<file path="config.mk">
export PLATFORM = sky130hd
export DESIGN_NAME = sram_ctrl
export DESIGN_NICKNAME = d
export VERILOG_FILES = /design/src/rtl/sram_ctrl_pkg.sv /design/src/rtl/sram_wait_timer.sv /design/src/rtl/sram_ctrl.sv
export VERILOG_INCLUDE_DIRS = /design/src /design/src/rtl
export SDC_FILE = /design/constraint.sdc
export NUM_CORES = 1
export LEC_CHECK = 0
export BUFFER_PORTS_ARGS = -buffer_cell sky130_fd_sc_hd__buf_2
export CAP_MARGIN = 20
export CELL_PAD_IN_SITES_DETAIL_PLACEMENT = 1
export CELL_PAD_IN_SITES_GLOBAL_PLACEMENT = 1
export CORE_MARGIN = 2
export CORE_UTILIZATION = 38
export CTS_BUF_LIST = sky130_fd_sc_hd__clkbuf_4 sky130_fd_sc_hd__clkbuf_8 sky130_fd_sc_hd__clkbuf_16
export DETAILED_ROUTE_END_ITERATION = 8
export GPL_TIMING_DRIVEN = 0
export PLACE_DENSITY = 0.85
export SYNTH_ARGS = -nofsm -noshare
export SYNTH_HDL_FRONTEND = slang
export SYNTH_SLANG_ARGS = --single-unit
</file>
<file path="constraint.sdc">
create_clock -name clk -period 2.15 [get_ports clk]
set_clock_uncertainty 0.05 [all_clocks]
set_input_delay 0.3225 -clock clk [delete_from_list [all_inputs] [get_ports clk]]
set_output_delay 0.3225 -clock clk [all_outputs]
set_load 0.05 [all_outputs]
</file>
<file path="src/rtl/sram_ctrl_map.svh">
// constants for the asynchronous sram host controller: pin timing, counts, resets
// assumes a single 100 ns system clock; the pin timing figures below are in ns, the rest are stage counts, bit positions and reset values
// ==========================================================
// Summary of operation
// - A write happens only while write strobe, both chip selects and a byte lane are active.
// - Write data setup and hold are measured from whichever control edge ends the write.
// - Address is held stable at least 35 ns (45 ns slow grade) before the write ends.
// - Address may change as soon as the write has ended, with 0 ns hold.
// - Address is valid no later than write start, with 0 ns setup.
// - Write data is valid at least 25 ns before the write-ending edge.
// - Write data may be released at the write-ending edge, with 0 ns hold.
// - A byte lane used in a write is asserted at least 35 ns (45 ns slow) before write end.
// - Write strobe lasts at least 35 ns (40 ns slow), and setup plus 18/20 ns if reads enabled.
// - The part is deselected by inactive chip selects or by both lane enables inactive.
`ifndef SRAM_CTRL_MAP_SVH
`define SRAM_CTRL_MAP_SVH

// ==========================================================
// clock and crossing
`define SRAM_CLK_PERIOD_NS 100
`define SRAM_SYNC_STAGES   2

// least time to whole cycles, never under one
`define SRAM_CYC_MIN(ns) ((((ns)+`SRAM_CLK_PERIOD_NS-1)/`SRAM_CLK_PERIOD_NS) < 1 ? 1 : \
  (((ns)+`SRAM_CLK_PERIOD_NS-1)/`SRAM_CLK_PERIOD_NS))

// ==========================================================
// pin timing, fast grade (_F) and slow grade (_S)
`define SRAM_T_RC_F   45
`define SRAM_T_RC_S   55
`define SRAM_T_AA_F   45
`define SRAM_T_AA_S   55
`define SRAM_T_OHA    10
`define SRAM_T_DOE_F  22
`define SRAM_T_DOE_S  25
`define SRAM_T_DBE_F  45
`define SRAM_T_DBE_S  55
`define SRAM_T_AW_F   35
`define SRAM_T_AW_S   45
`define SRAM_T_HA     0
`define SRAM_T_SA     0
`define SRAM_T_PWE_F  35
`define SRAM_T_PWE_S  40
`define SRAM_T_BW_F   35
`define SRAM_T_BW_S   45
`define SRAM_T_SD     25
`define SRAM_T_HD     0
`define SRAM_T_HZWE_F 18
`define SRAM_T_HZWE_S 20

// ==========================================================
// field positions and reset values
`define SRAM_LANE_LO   0
`define SRAM_LANE_HI   1
`define SRAM_ADDR_RST  18'h00000
`define SRAM_DATA_RST  16'h0000

`endif

</file>
<file path="src/rtl/sram_ctrl_pkg.sv">
// types shared by the sram host controller, the device model and the bench
// assumes the constants header is compiled alongside
package sram_ctrl_pkg;

  typedef logic [17:0] sram_addr_t;
  typedef logic [15:0] sram_data_t;
  typedef logic [1:0]  sram_lanes_t;

  typedef enum logic [2:0] {
    ST_IDLE     = 3'b000,
    ST_RD_ACC   = 3'b001,
    ST_WR_SETUP = 3'b010,
    ST_WR_PULSE = 3'b011,
    ST_WR_END   = 3'b100,
    ST_GAP      = 3'b101
  } state_t;

endpackage

</file>
<file path="src/rtl/sram_wait_timer.sv">
// loadable down counter for pin timing waits
// assumes load values already reduced to the wanted cycles minus one
module sram_wait_timer #(
  parameter int TMR_W = 8
) (
  // clock and reset
  input  wire logic             clk,
  input  wire logic             sys_rst,
  // control
  input  wire logic             load,
  input  wire logic [TMR_W-1:0] loadValue,
  // status
  output      logic             expired
);

  logic [TMR_W-1:0] count;
  logic [TMR_W-1:0] next_count;

  // ==========================================================
  // count
  always_comb begin
    next_count = count;
    if (load) begin
      next_count = loadValue;
    end else if (count != '0) begin
      next_count = count - 1'b1;
    end
  end

  always_ff @(posedge clk) begin
    if (sys_rst) begin
      count <= '0;
    end else begin
      count <= next_count;
    end
  end

  assign expired = (count == '0);

endmodule

</file>
<file path="src/rtl/sram_ctrl.sv">
// host controller driving an asynchronous 256k x 16 sram with corrected-error flag
// assumes one 10 MHz clock; data and error pins come from the part, unsynchronised
`include "sram_ctrl_map.svh"

module sram_ctrl #(
  parameter bit SLOW_GRADE = 1'b0,
  parameter int TMR_W      = 8
) (
  // clock and reset
  input  wire logic                      clk,
  input  wire logic                      sys_rst,
  // user request
  input  wire logic                      req,
  input  wire logic                      reqWrite,
  input  wire sram_ctrl_pkg::sram_addr_t  reqAddr,
  input  wire sram_ctrl_pkg::sram_data_t  reqData,
  input  wire sram_ctrl_pkg::sram_lanes_t reqLanes,
  output      logic                      ready,
  // user answer
  output      logic                      rspValid,
  output      sram_ctrl_pkg::sram_data_t  rspData,
  output      logic                      rspErr,
  // sram address and controls
  output      sram_ctrl_pkg::sram_addr_t  sramAddr,
  output      logic                      chip_select_low_active,
  output      logic                      chip_select_high_active,
  output      logic                      upper_byte_lane_n,
  output      logic                      lower_byte_lane_n,
  output      logic                      writeStrobeN,
  output      logic                      outEnableN,
  // sram data and error pins
  input  wire sram_ctrl_pkg::sram_data_t  dataIn,
  output      sram_ctrl_pkg::sram_data_t  dataOut,
  output      logic                      dataOe,
  input  wire logic                      errIn
);
  import sram_ctrl_pkg::*;

  // ==========================================================
  // timing in cycles
  function automatic int maxi(input int a, input int b);
    return (a > b) ? a : b;
  endfunction

  localparam int T_RC   = SLOW_GRADE ? `SRAM_T_RC_S   : `SRAM_T_RC_F;
  localparam int T_AA   = SLOW_GRADE ? `SRAM_T_AA_S   : `SRAM_T_AA_F;
  localparam int T_DOE  = SLOW_GRADE ? `SRAM_T_DOE_S  : `SRAM_T_DOE_F;
  localparam int T_DBE  = SLOW_GRADE ? `SRAM_T_DBE_S  : `SRAM_T_DBE_F;
  localparam int T_AW   = SLOW_GRADE ? `SRAM_T_AW_S   : `SRAM_T_AW_F;
  localparam int T_PWE  = SLOW_GRADE ? `SRAM_T_PWE_S  : `SRAM_T_PWE_F;
  localparam int T_BW   = SLOW_GRADE ? `SRAM_T_BW_S   : `SRAM_T_BW_F;
  localparam int T_HZWE = SLOW_GRADE ? `SRAM_T_HZWE_S : `SRAM_T_HZWE_F;

  // strobe long enough for address, lane and data setup, and for the oe-low case too
  localparam int WR_NS  = maxi(maxi(T_AW, T_BW), maxi(T_PWE, `SRAM_T_SD + T_HZWE));
  localparam int WR_CYC = `SRAM_CYC_MIN(WR_NS);
  localparam int SA_CYC = `SRAM_CYC_MIN(`SRAM_T_SA);
  localparam int HD_CYC = `SRAM_CYC_MIN(maxi(`SRAM_T_HD, `SRAM_T_HA));
  localparam int ACC_CYC = `SRAM_CYC_MIN(maxi(T_AA, maxi(T_DOE, T_DBE)));
  // pins pass the synchroniser before capture, so the access window grows by its depth
  localparam int RD_CYC = ACC_CYC + `SRAM_SYNC_STAGES;
  localparam int RC_CYC = `SRAM_CYC_MIN(T_RC);
  localparam int RD_LAT = RD_CYC;

  localparam logic [TMR_W-1:0] SA_LD = TMR_W'(SA_CYC - 1);
  localparam logic [TMR_W-1:0] WR_LD = TMR_W'(WR_CYC - 1);
  localparam logic [TMR_W-1:0] HD_LD = TMR_W'(HD_CYC - 1);
  localparam logic [TMR_W-1:0] RD_LD = TMR_W'(RD_CYC - 1);
  localparam logic [TMR_W-1:0] RC_LD = TMR_W'(RC_CYC - 1);

  // ==========================================================
  // input synchronisers
  sram_data_t dataSync1;
  sram_data_t dataSync2;
  logic       errSync1;
  logic       errSync2;

  always_ff @(posedge clk) begin
    if (sys_rst) begin
      dataSync1 <= `SRAM_DATA_RST;
      dataSync2 <= `SRAM_DATA_RST;
      errSync1  <= 1'b0;
      errSync2  <= 1'b0;
    end else begin
      dataSync1 <= dataIn;
      dataSync2 <= dataSync1;
      errSync1  <= errIn;
      errSync2  <= errSync1;
    end
  end

  // ==========================================================
  // timers
  logic             stepLoad;
  logic [TMR_W-1:0] stepValue;
  logic             stepDone;
  logic             gapLoad;
  logic             gapDone;

  sram_wait_timer #(.TMR_W(TMR_W)) stepTimer (
    .clk       (clk),
    .sys_rst   (sys_rst),
    .load      (stepLoad),
    .loadValue (stepValue),
    .expired   (stepDone)
  );

  // cycle-time spacing runs from each access start, in parallel with the access
  sram_wait_timer #(.TMR_W(TMR_W)) gapTimer (
    .clk       (clk),
    .sys_rst   (sys_rst),
    .load      (gapLoad),
    .loadValue (RC_LD),
    .expired   (gapDone)
  );

  // ==========================================================
  // access sequencer
  state_t      state;
  state_t      next_state;
  logic        opWrite;
  logic        next_opWrite;
  logic        next_ready;
  logic        next_rspValid;
  sram_data_t  next_rspData;
  logic        next_rspErr;
  sram_addr_t  next_sramAddr;
  logic        next_csLow;
  logic        next_csHigh;
  logic        next_upperN;
  logic        next_lowerN;
  logic        next_weN;
  logic        next_oeN;
  sram_data_t  next_dataOut;
  logic        next_dataOe;

  // lanes not enabled read back as zero
  function automatic sram_data_t laneMask(input sram_data_t d, input logic upN, input logic loN);
    return {upN ? 8'h00 : d[15:8], loN ? 8'h00 : d[7:0]};
  endfunction

  always_comb begin
    next_state    = state;
    next_opWrite  = opWrite;
    next_ready    = ready;
    next_rspValid = 1'b0;
    next_rspData  = rspData;
    next_rspErr   = rspErr;
    next_sramAddr = sramAddr;
    next_csLow    = chip_select_low_active;
    next_csHigh   = chip_select_high_active;
    next_upperN   = upper_byte_lane_n;
    next_lowerN   = lower_byte_lane_n;
    next_weN      = writeStrobeN;
    next_oeN      = outEnableN;
    next_dataOut  = dataOut;
    next_dataOe   = dataOe;
    stepLoad      = 1'b0;
    stepValue     = '0;
    gapLoad       = 1'b0;
    unique case (state)
      ST_IDLE: begin
        if (req && ready) begin
          next_ready    = 1'b0;
          next_opWrite  = reqWrite;
          // address, selects and lanes all move together, with output enable on a read, before the write strobe
          next_sramAddr = reqAddr;
          next_csLow    = 1'b0;
          next_csHigh   = 1'b1;
          next_upperN   = ~reqLanes[`SRAM_LANE_HI];
          next_lowerN   = ~reqLanes[`SRAM_LANE_LO];
          gapLoad       = 1'b1;
          stepLoad      = 1'b1;
          if (reqWrite) begin
            next_dataOut = reqData;
            next_dataOe  = 1'b1;
            stepValue    = SA_LD;
            next_state   = ST_WR_SETUP;
          end else begin
            next_oeN   = 1'b0;
            stepValue  = RD_LD;
            next_state = ST_RD_ACC;
          end
        end
      end
      ST_RD_ACC: begin
        if (stepDone) begin
          // capture before the address or enables move, inside the hold window
          next_rspData  = laneMask(dataSync2, upper_byte_lane_n, lower_byte_lane_n);
          // the flag pin floats with both lanes off, so such a read reports no correction
          next_rspErr   = errSync2 & ~(upper_byte_lane_n & lower_byte_lane_n);
          next_rspValid = 1'b1;
          next_oeN      = 1'b1;
          next_csLow    = 1'b1;
          next_csHigh   = 1'b0;
          next_upperN   = 1'b1;
          next_lowerN   = 1'b1;
          next_state    = ST_GAP;
        end
      end
      ST_WR_SETUP: begin
        if (stepDone) begin
          // no strobe when both lanes are off: the access keeps its timing but writes nothing
          next_weN   = upper_byte_lane_n & lower_byte_lane_n;
          stepLoad   = 1'b1;
          stepValue  = WR_LD;
          next_state = ST_WR_PULSE;
        end
      end
      ST_WR_PULSE: begin
        if (stepDone) begin
          // the strobe is always the ending edge; selects and lanes outlast it
          next_weN   = 1'b1;
          stepLoad   = 1'b1;
          stepValue  = HD_LD;
          next_state = ST_WR_END;
        end
      end
      ST_WR_END: begin
        if (stepDone) begin
          next_dataOe   = 1'b0;
          next_csLow    = 1'b1;
          next_csHigh   = 1'b0;
          next_upperN   = 1'b1;
          next_lowerN   = 1'b1;
          next_rspErr   = 1'b0;
          next_rspValid = 1'b1;
          next_state    = ST_GAP;
        end
      end
      ST_GAP: begin
        // at least one idle cycle lets the part release the bus after a read
        if (gapDone) begin
          next_ready = 1'b1;
          next_state = ST_IDLE;
        end
      end
      default: begin
        next_state = ST_IDLE;
        next_ready = 1'b1;
        next_weN   = 1'b1;
        next_oeN   = 1'b1;
        next_csLow = 1'b1;
        next_csHigh = 1'b0;
        next_dataOe = 1'b0;
      end
    endcase
  end

  always_ff @(posedge clk) begin
    if (sys_rst) begin
      state                   <= ST_IDLE;
      opWrite                 <= 1'b0;
      ready                   <= 1'b1;
      rspValid                <= 1'b0;
      rspData                 <= `SRAM_DATA_RST;
      rspErr                  <= 1'b0;
      sramAddr                <= `SRAM_ADDR_RST;
      chip_select_low_active  <= 1'b1;
      chip_select_high_active <= 1'b0;
      upper_byte_lane_n       <= 1'b1;
      lower_byte_lane_n       <= 1'b1;
      writeStrobeN            <= 1'b1;
      outEnableN              <= 1'b1;
      dataOut                 <= `SRAM_DATA_RST;
      dataOe                  <= 1'b0;
    end else begin
      state                   <= next_state;
      opWrite                 <= next_opWrite;
      ready                   <= next_ready;
      rspValid                <= next_rspValid;
      rspData                 <= next_rspData;
      rspErr                  <= next_rspErr;
      sramAddr                <= next_sramAddr;
      chip_select_low_active  <= next_csLow;
      chip_select_high_active <= next_csHigh;
      upper_byte_lane_n       <= next_upperN;
      lower_byte_lane_n       <= next_lowerN;
      writeStrobeN            <= next_weN;
      outEnableN              <= next_oeN;
      dataOut                 <= next_dataOut;
      dataOe                  <= next_dataOe;
    end
  end

  // ==========================================================
  // checking helpers
  logic [TMR_W-1:0] weLowCnt;
  logic [TMR_W-1:0] next_weLowCnt;
  logic [TMR_W-1:0] sinceSel;
  logic [TMR_W-1:0] next_sinceSel;

  always_comb begin
    next_weLowCnt = '0;
    if (!writeStrobeN && weLowCnt != '1) begin
      next_weLowCnt = weLowCnt + 1'b1;
    end
    next_sinceSel = sinceSel;
    if (!next_csLow && chip_select_low_active) begin
      next_sinceSel = '0;
    end else if (sinceSel != '1) begin
      next_sinceSel = sinceSel + 1'b1;
    end
  end

  always_ff @(posedge clk) begin
    if (sys_rst) begin
      weLowCnt <= '0;
      sinceSel <= '1;
    end else begin
      weLowCnt <= next_weLowCnt;
      sinceSel <= next_sinceSel;
    end
  end
endmodule

</file>
-- Yosys cells after proc, flatten, opt, wreduce, memory -nomap -nowiden
Index checks and enable logic that the tools add are counted.
- register bits after elaboration: 113
- input port bits: 57
- output and inout bits: 60
- logic and storage cells: 116
- add/sub/neg operators: 2
- equal/unequal tests: 14
- muxes and demuxes: 40
- bitwise gates (word level): 11
- reduce and logical (&&, ||, !) cells: 29
- operator list (kind ; number):
    2-to-1 mux 8 bit ; 4
    one-hot mux 1 bit (3 select lines) ; 6
    AND reduction 3 bit ; 6
    zero test 8 bit ; 2
    2-to-1 mux 1 bit ; 16
    inequality test 2 bit, second input constant ; 8
    nonzero test 8 bit ; 2
    OR reduction 4 bit ; 4
    subtractor 8 x 1 -> 8 bit, second input constant ; 2
    2-to-1 mux 3 bit ; 5
    one-hot mux 3 bit (5 select lines) ; 1
    inverter 1 bit ; 9
    2-to-1 mux 2 bit ; 4
    one-hot mux 1 bit (2 select lines) ; 4
    AND reduction 4 bit ; 2
    OR reduction 2 bit ; 4
    equality test 3 x 2 -> 1 bit, second input constant ; 2
    equality test 3 bit, second input constant ; 2
    nonzero test 2 bit ; 3
    AND reduction 5 bit ; 1
    AND reduction 2 bit ; 2
    equality test 3 x 1 -> 1 bit, second input constant ; 1
    zero test 3 bit ; 1
    OR reduction 3 bit ; 1
    3 further kinds ; 4

-- Logic depth before layout (Yosys ltp)
Gate-level depths: netlist (run 1).
- depth after elaboration: 5
- depth in mapped cells: 7
- depth with buffers taken out: 6

-- Cells and area by module
A second synthesis (run 1) with hierarchy kept.
- cells, all modules: 481
- area total of the unflattened synthesis: 4393.0 um^2
- by module, submodules not included (module ; times used ; cells an instance ; area an instance (um^2) ; seq. area each (um^2)):
    sram_ctrl ; 1 ; 375 ; 3442.1 ; 1941.9
    sram_wait_timer ; 2 ; 53 ; 475.5 ; 160.2

-- Least setup slack after synthesis (run 1)
No wires, ideal clock.
- path type: register -> register
- start: reg stepTimer.count[0]
- end: reg rspData[12]
- setup time: 0.071 ns
- data arrival time: 1.819 ns
- data required time: 2.029 ns
- slack: 0.210 ns
- stages on the path, launching flop included: 8
- buffers on the path: 1
- period minus slack after synthesis: 1.940 ns
- cells stage by stage: dfxtp_1 > inv_1 > ha_1 > or4b_4 > nor4_4 > buf_6 > nand3b_1 > a21oi_1
- cells in the longest elaborated chain, start to end: 2
- RTL lines (item ; RTL line ; RTL):
    start: declaration ; sram_wait_timer.sv:16 ; logic [TMR_W-1:0] count;
    start signal: assignment ; sram_wait_timer.sv:34 ; count <= next_count;
    zero test 8 bit ; sram_wait_timer.sv:38 ; assign expired = (count == '0);
    AND reduction 2 bit (no source line) ; n/a ;
    end signal: assignment ; sram_ctrl.sv:256 ; rspData <= `SRAM_DATA_RST;
    end signal: assignment ; sram_ctrl.sv:272 ; rspData <= next_rspData;
    end: declaration ; sram_ctrl.sv:21 ; output sram_ctrl_pkg::sram_data_t rspData,
No other way between the ends.
A chain may end at the register's enable or synchronous reset.

-- Worst setup path after layout (run 1)
- start: reg state[0]
- end: reg dataOut[13]
- cells in the longest elaborated chain, start to end: 2
- RTL lines (item ; RTL line ; RTL):
    start: declaration ; sram_ctrl.sv:119 ; state_t state;
    start signal: assignment ; sram_ctrl.sv:268 ; state <= next_state;
    zero test 3 bit ; sram_ctrl.sv:161 ; unique case (state)
    AND reduction 3 bit (no source line) ; n/a ;
    end signal: assignment ; sram_ctrl.sv:265 ; dataOut <= `SRAM_DATA_RST;
    end signal: assignment ; sram_ctrl.sv:281 ; dataOut <= next_dataOut;
    end: declaration ; sram_ctrl.sv:33 ; output sram_ctrl_pkg::sram_data_t dataOut,
No other way between the ends.

==> metrics.yaml, run 1 <==
floorplan:
  initial_core_util_pct: 39.15
  core_area_um2: 10890
  die_area_um2: 12080
  core.rowCount: 38
  die_y_um: 109.9
  die_w_um: 109.9
  ios: 117
setup_path:
  cpMaxStageDelayCell: "dfxtp_1"
  crit_fanout: 10
  cp_top_family: "buffers and inverters"
  cp-end-kind: "flop"
  path_cells: "clkbuf_1 > nor2_2 > and3_1 > buf_2 > buf_4 > mux2i_1 > nor2_1"
  required_ns: 2.49
  rrSetupSlack_ns: -0.05
  cp.depth: 7
  reg2reg_depth: 7
  startpoint_type: "flop"
  critPathBufInv: 3
  cpPeakStageDelay_ns: 0.30
  crit_arrival_ns: 2.54
  worstSetupPathType: "flop to flop"
yosys:
  synth_common_cells: "dfxtp_1, nand2_1, a21oi_1"
  synth-main-ff-cell: "dfxtp_1"
  synth_top_area_cell: "dfxtp_1"
  synthesis.nets: 523
  synth_cells: 459
  yosys-top-cells-area: "dfxtp_1, nand2_1, a21oi_1"
  netlist_area_um2: 4263
  synth_seq_cells: 113
  syn_avg_cell_area_um2: 9.287
  synth_top_cell_area_share_pct: 53.07
  synth_edf_count: 0
  synth_cell_types: 49
  yosysMostFrequentCell: "dfxtp_1"
  yosysWarnings: 0
  seq_area_frac_synth_pct: 53.07
  async_reset_ff_share_pct: 0
status:
  status: "finished with violations"
  violations: "setup timing"
route:
  dr_wl_met3_um: 942
  via_per_inst: 5.234
  vias: 4198
  first_pass_iters: 4
  drtIter0Drc: 198
  wl_met2_um: 7773
  wl_met1_um: 6172
  route.antenna.remaining_nets: 0
  drc: 0
  wl_um: 15240
  post_drt_wl_per_cell_um: 19.00
  highest_layer: "met4"
clocking:
  clockRootBuffer: "clkbuf_8"
  clk_pin_slew_ns: 0.06
  numCtsBuffers: 17
  cts.sink_count: 113
  clockBufferDepth: 2
  insertion_delay_ns: 0.53
  cts_tree: "yes"
  htreeDepth: 4
layout:
  nNetsFinal: 713
  design_area_um2: 6233
  drive_above_1_share_pct: 27.34
  synthToLayoutAreaGrowth_pct: 46.23
  num_antenna_cells: 0
  final_util_pct: 57.25
grt:
  grt_pass1_vias: 4532
  grt_max_degree: 17
  overflow: 0
  grt_pass1_wl_um: 23490
  grt_usage_pct: 26.03
  antenna_found_initial: 0
worst_hold_path:
  hold_path_depth: 3
  holdCritPathClass: "primary input to flop"
pwr:
  power.density_nw_per_um2: 1534
  peakVddDrop_v: 0.001039
  p_leak_nw: 2.671
sta:
  hold_violations: 0
  min_period_ns: 2.200
  tns_ns: -0.05037
  rsz0062_at_grt: "yes"
  tightestPinTransition_ns: 0.6380
  fin_hold_ws_ns: 0.02777
  worst_slack_ns: -0.05037
  finalSetupViolCount: 1
  worst_slew_margin_rel_pct: 57.46
  max_freq_ghz: 0.4545
  fin_crit_sh_pct: 102.3
  timing.final.max_slew_violations: 0
placed_design:
  hpwl_um: 8842
  gp_routability_congestion: 0.8859
  placed_area_um2: 5019
  portBuffers: 116
run:
  cap_viol_max_count: 0
## timing repair
action                                  CTS  global route
hold buffers                             46             0
setup buffers                             6             2
gates cloned                              0             1
resized for setup                         4            19
hold endpoints to repair                 46             0
endpoints found under the setup margin   28            46
pin swaps                                 2             1
## final timing paths
check,endpoint,start
max,dataOut[13],state[0]
min reg2reg,dataSync2[0],dataSync1[0]
min,lower_byte_lane_n,reqLanes[0]
max reg2reg,dataOut[13],state[0]
## final cells by class
cell class	instances	area [um2]
multi-input cells	313	1931
repair buffers	171	1106
plain buffers	25	111.4
well taps	140	175.2
fillers	1242	4654
clock buffers	23	490.5
flip-flops and latches	113	2262
clock inverters	9	127.6
inverters	8	30.03
## registers in the layout, summed over array words and instances (netlist names)
register / cells
sramAddr: 18
dataOut: 16
dataSync1: 16
dataSync2: 16
rspData: 16
gapTimer.count: 8
stepTimer.count: 8
state: 3
chip_select_high_active: 1
chip_select_low_active: 1
dataOe: 1
errSync1: 1
errSync2: 1
lower_byte_lane_n: 1
outEnableN: 1
ready: 1
rspErr: 1
rspValid: 1
upper_byte_lane_n: 1
writeStrobeN: 1
## worst register-to-register path: stages, from the launching register on
cell and delay (ns):
dfxtp_1 0.30, clkbuf_1 0.19, nor2_2 0.31, and3_1 0.27, buf_2 0.28, buf_4 0.27, mux2i_1 0.30, nor2_1 0.10
## power by group
part / switching [mW] / internal [mW] / leakage (nW) / total, mW
combinational: 2.52 / 1.32 / 1.43 / 3.84
sequential: 0.337 / 2.47 / 0.926 / 2.80
clock: 0.989 / 1.93 / 0.311 / 2.92
total: 3.84 / 5.72 / 2.67 / 9.56
## cells by family after synthesis
kind of cell,after synthesis,share of synthesized area [%]
and+or+nand+nor,205,24.86
DFF,113,53.07
AOI/OAI and AO/OA,73,10.51
buffers and inverters,33,3.199
muxes,19,4.461
xor gates and xnor gates,9,1.849
adders and majority gates,7,2.054
## cells in the final DEF (no fill, tap or decap), types with 17 or more instances in the layout
cell type	count
buf_2	118
dfxtp_1	113
nand2_1	71
dlygate4sd3_1	46
a21oi_1	43
nor2_1	36
nor2b_1	35
mux2i_1	19
nand3b_1	18
clkbuf_1	17
## layer usage
layer  up-vias  track usage, %
met5         -               0
met4         0           9.403
met1      2039           28.79
met2       175           46.67
li1       1945               -
met3        39           8.002
## stage by stage
step | cells | power, mW | setup WS (ns)
floorplan | 459 | 5.235 | 0.2100
global placement | 715 | 5.932 | -0.3768
detailed placement | 715 | 6.113 | -0.5237
CTS | 799 | 9.284 | 0.009948
global route | 802 | 10.00 | -0.1099
finish | 802 | 9.563 | -0.05037
Note: power is estimated with default switching activity, not from simulation.
==> inputs of run 2 (changes only) <==
- HOLD_SLACK_MARGIN: default -> 0.12
- SETUP_SLACK_MARGIN: default -> 0.1
==> run 2 against run 1 <==
Net effect: the run now ends clean; critical path type unchanged; global-route usage increased by 1.4 points; highest routed layer unchanged; sequential cell count unchanged; sequential power increased by 2%; fmax increased by 6.0%; sequential share of layout area decreased by 0.87 points; via count increased by 2.7%; first-iteration DRC count increased by 46%; combinational power increased by 6.5%; critical path depth unchanged.
==> metrics.yaml, run 2 (synthesis gave the netlist of run 1 again) <==
pwr:
  power.internal_mw: 5.829
  peakVddDrop_v: 0.0008635
  p_sw_share_pct: 40.94
  power_frac_seq_pct: 28.9
  power_frac_comb_pct: 41.4
  netSwitchingPower_mw: 4.041
  power.density_nw_per_um2: 1542
  clkPwrFrac_pct: 29.7
  p_leak_nw: 2.744
sta:
  max_freq_ghz: 0.4818
  worst_slew_margin_rel_pct: 52.32
  timing.final.max_slew_violations: 0
  hold_violations: 0
  worst_slack_ns: 0.07457
  tns_ns: 0
  fin_crit_sh_pct: 96.53
  finalSetupViolCount: 0
  rsz0062_at_grt: "yes"
  min_period_ns: 2.075
  tightestPinTransition_ns: 0.7152
layout:
  layout_commonest_cell: "buf_2"
  top_register: "sramAddr"
  layout_common_cells: "buf_2, dfxtp_1, nand2_1"
  nNetsFinal: 726
  fin_cells: 815
  drive_above_1_share_pct: 28.74
  design_area_um2: 6400
  largest_register_ffs: 18
  synthToLayoutAreaGrowth_pct: 50.13
  num_antenna_cells: 0
grt:
  grt_max_degree: 17
  grt_pass1_vias: 4648
  antenna_found_initial: 0
  overflow: 0
  grt_usage_pct: 27.40
  grt_pass1_wl_um: 24530
clocking:
  clockBufferDepth: 2
  numCtsBuffers: 17
  cts.sink_count: 113
  cts_tree: "yes"
  clockRootBuffer: "clkbuf_8"
  clk_pin_slew_ns: 0.06
  htreeDepth: 4
  insertion_delay_ns: 0.53
placed_design:
  portBuffers: 116
  placed_area_um2: 5019
  dp_cells: 715
  gp_routability_congestion: 0.8859
  place_ws_ns: -0.5237
  hpwl_um: 8842
setup_path:
  rrSetupSlack_ns: 0.07
  cpPeakStageDelay_ns: 0.37
  crit_fanout: 10
  cp-end-kind: "flop"
  path_cells: "clkbuf_1 > nor2_4 > and3_1 > clkbuf_4 > buf_6 > mux2i_1 > nor2_1"
  crit_arrival_ns: 2.42
  startpoint_type: "flop"
  required_ns: 2.50
  worstSetupPathType: "flop to flop"
  cpMaxStageDelayCell: "mux2i_1"
run:
  cap_viol_max_count: 0
floorplan:
  die_y_um: 109.9
  ios: 117
  die_w_um: 109.9
  core.rowCount: 38
  initial_core_util_pct: 39.15
  die_area_um2: 12080
  core_area_um2: 10890
route:
  post_drt_wl_per_cell_um: 20.62
  drtIter0Drc: 290
  first_pass_iters: 4
  wl_um: 16810
  via_per_inst: 5.288
  route.antenna.remaining_nets: 0
  vias: 4310
  drc: 0
worst_hold_path:
  holdCritPathClass: "primary input to flop"
status:
  status: "finished clean"
-- run 2: area by class of cell --
cell class / count / area (um2)
tap: 140 / 175.2
clock buffer: 23 / 490.5
timing repair buffer: 184 / 1230
clock inverter: 9 / 127.6
sequential: 113 / 2267
inverter: 8 / 32.53
fill: 1220 / 4488
buffer: 25 / 121.4
multi-input combinational: 313 / 1956
-- run 2: what timing repair did --
action,CTS,global route
endpoints found under the hold margin,54,0
cloned,1,0
resized for setup,10,30
pin swaps,2,8
hold buffers,54,0
endpoints found under the setup margin,55,50
setup buffers,7,6
-- run 2: path summary, 6_finish.rpt --
path / startpoint / depth (start not counted) / to
worst max-delay path: state[0] / 7 / dataOut[13]
worst min-delay path: reqWrite / 5 / outEnableN
worst max register to register: state[0] / 7 / dataOut[13]
worst min register to register: dataSync1[14] / 1 / dataSync2[14]
-- run 2: power groups by stage --
stage,logic [mW],clock network [mW],registers (mW)
2_1_floorplan,1.89,0,3.34
3_3_place_gp,3.17,0,2.76
3_5_place_dp,3.32,0,2.79
4_1_cts,3.68,2.91,2.78
5_1_grt,4.33,3.06,2.89
6_report,4.09,2.93,2.85
-- run 2: routing by layer --
metal	track usage, %	vias up	share of wire, %
li1	-	1971	-
met1	30.26	2092	39
met2	48.60	204	51
met3	8.951	43	6.9
met4	10.31	0	2.7
met5	0	-	0
-- run 2: metrics by stage --
step                      total power [mW]  utilization [%]  hold WS [ns]
after floorplan                      5.235                -        0.3638
after global placement               5.932            46.09        0.3669
after detailed placement             6.113            46.09        0.3774
after CTS                            9.369            57.68        0.1550
after global routing                 10.27            58.78        0.2066
final                                9.870            58.78        0.1894
-- run 2: worst max-delay path: cells and delay by family (launching register included) --
family | cells | cell delay, ns
buf+inv | 3 | 0.65
simple gates | 3 | 0.57
mux | 1 | 0.37
flops | 1 | 0.30
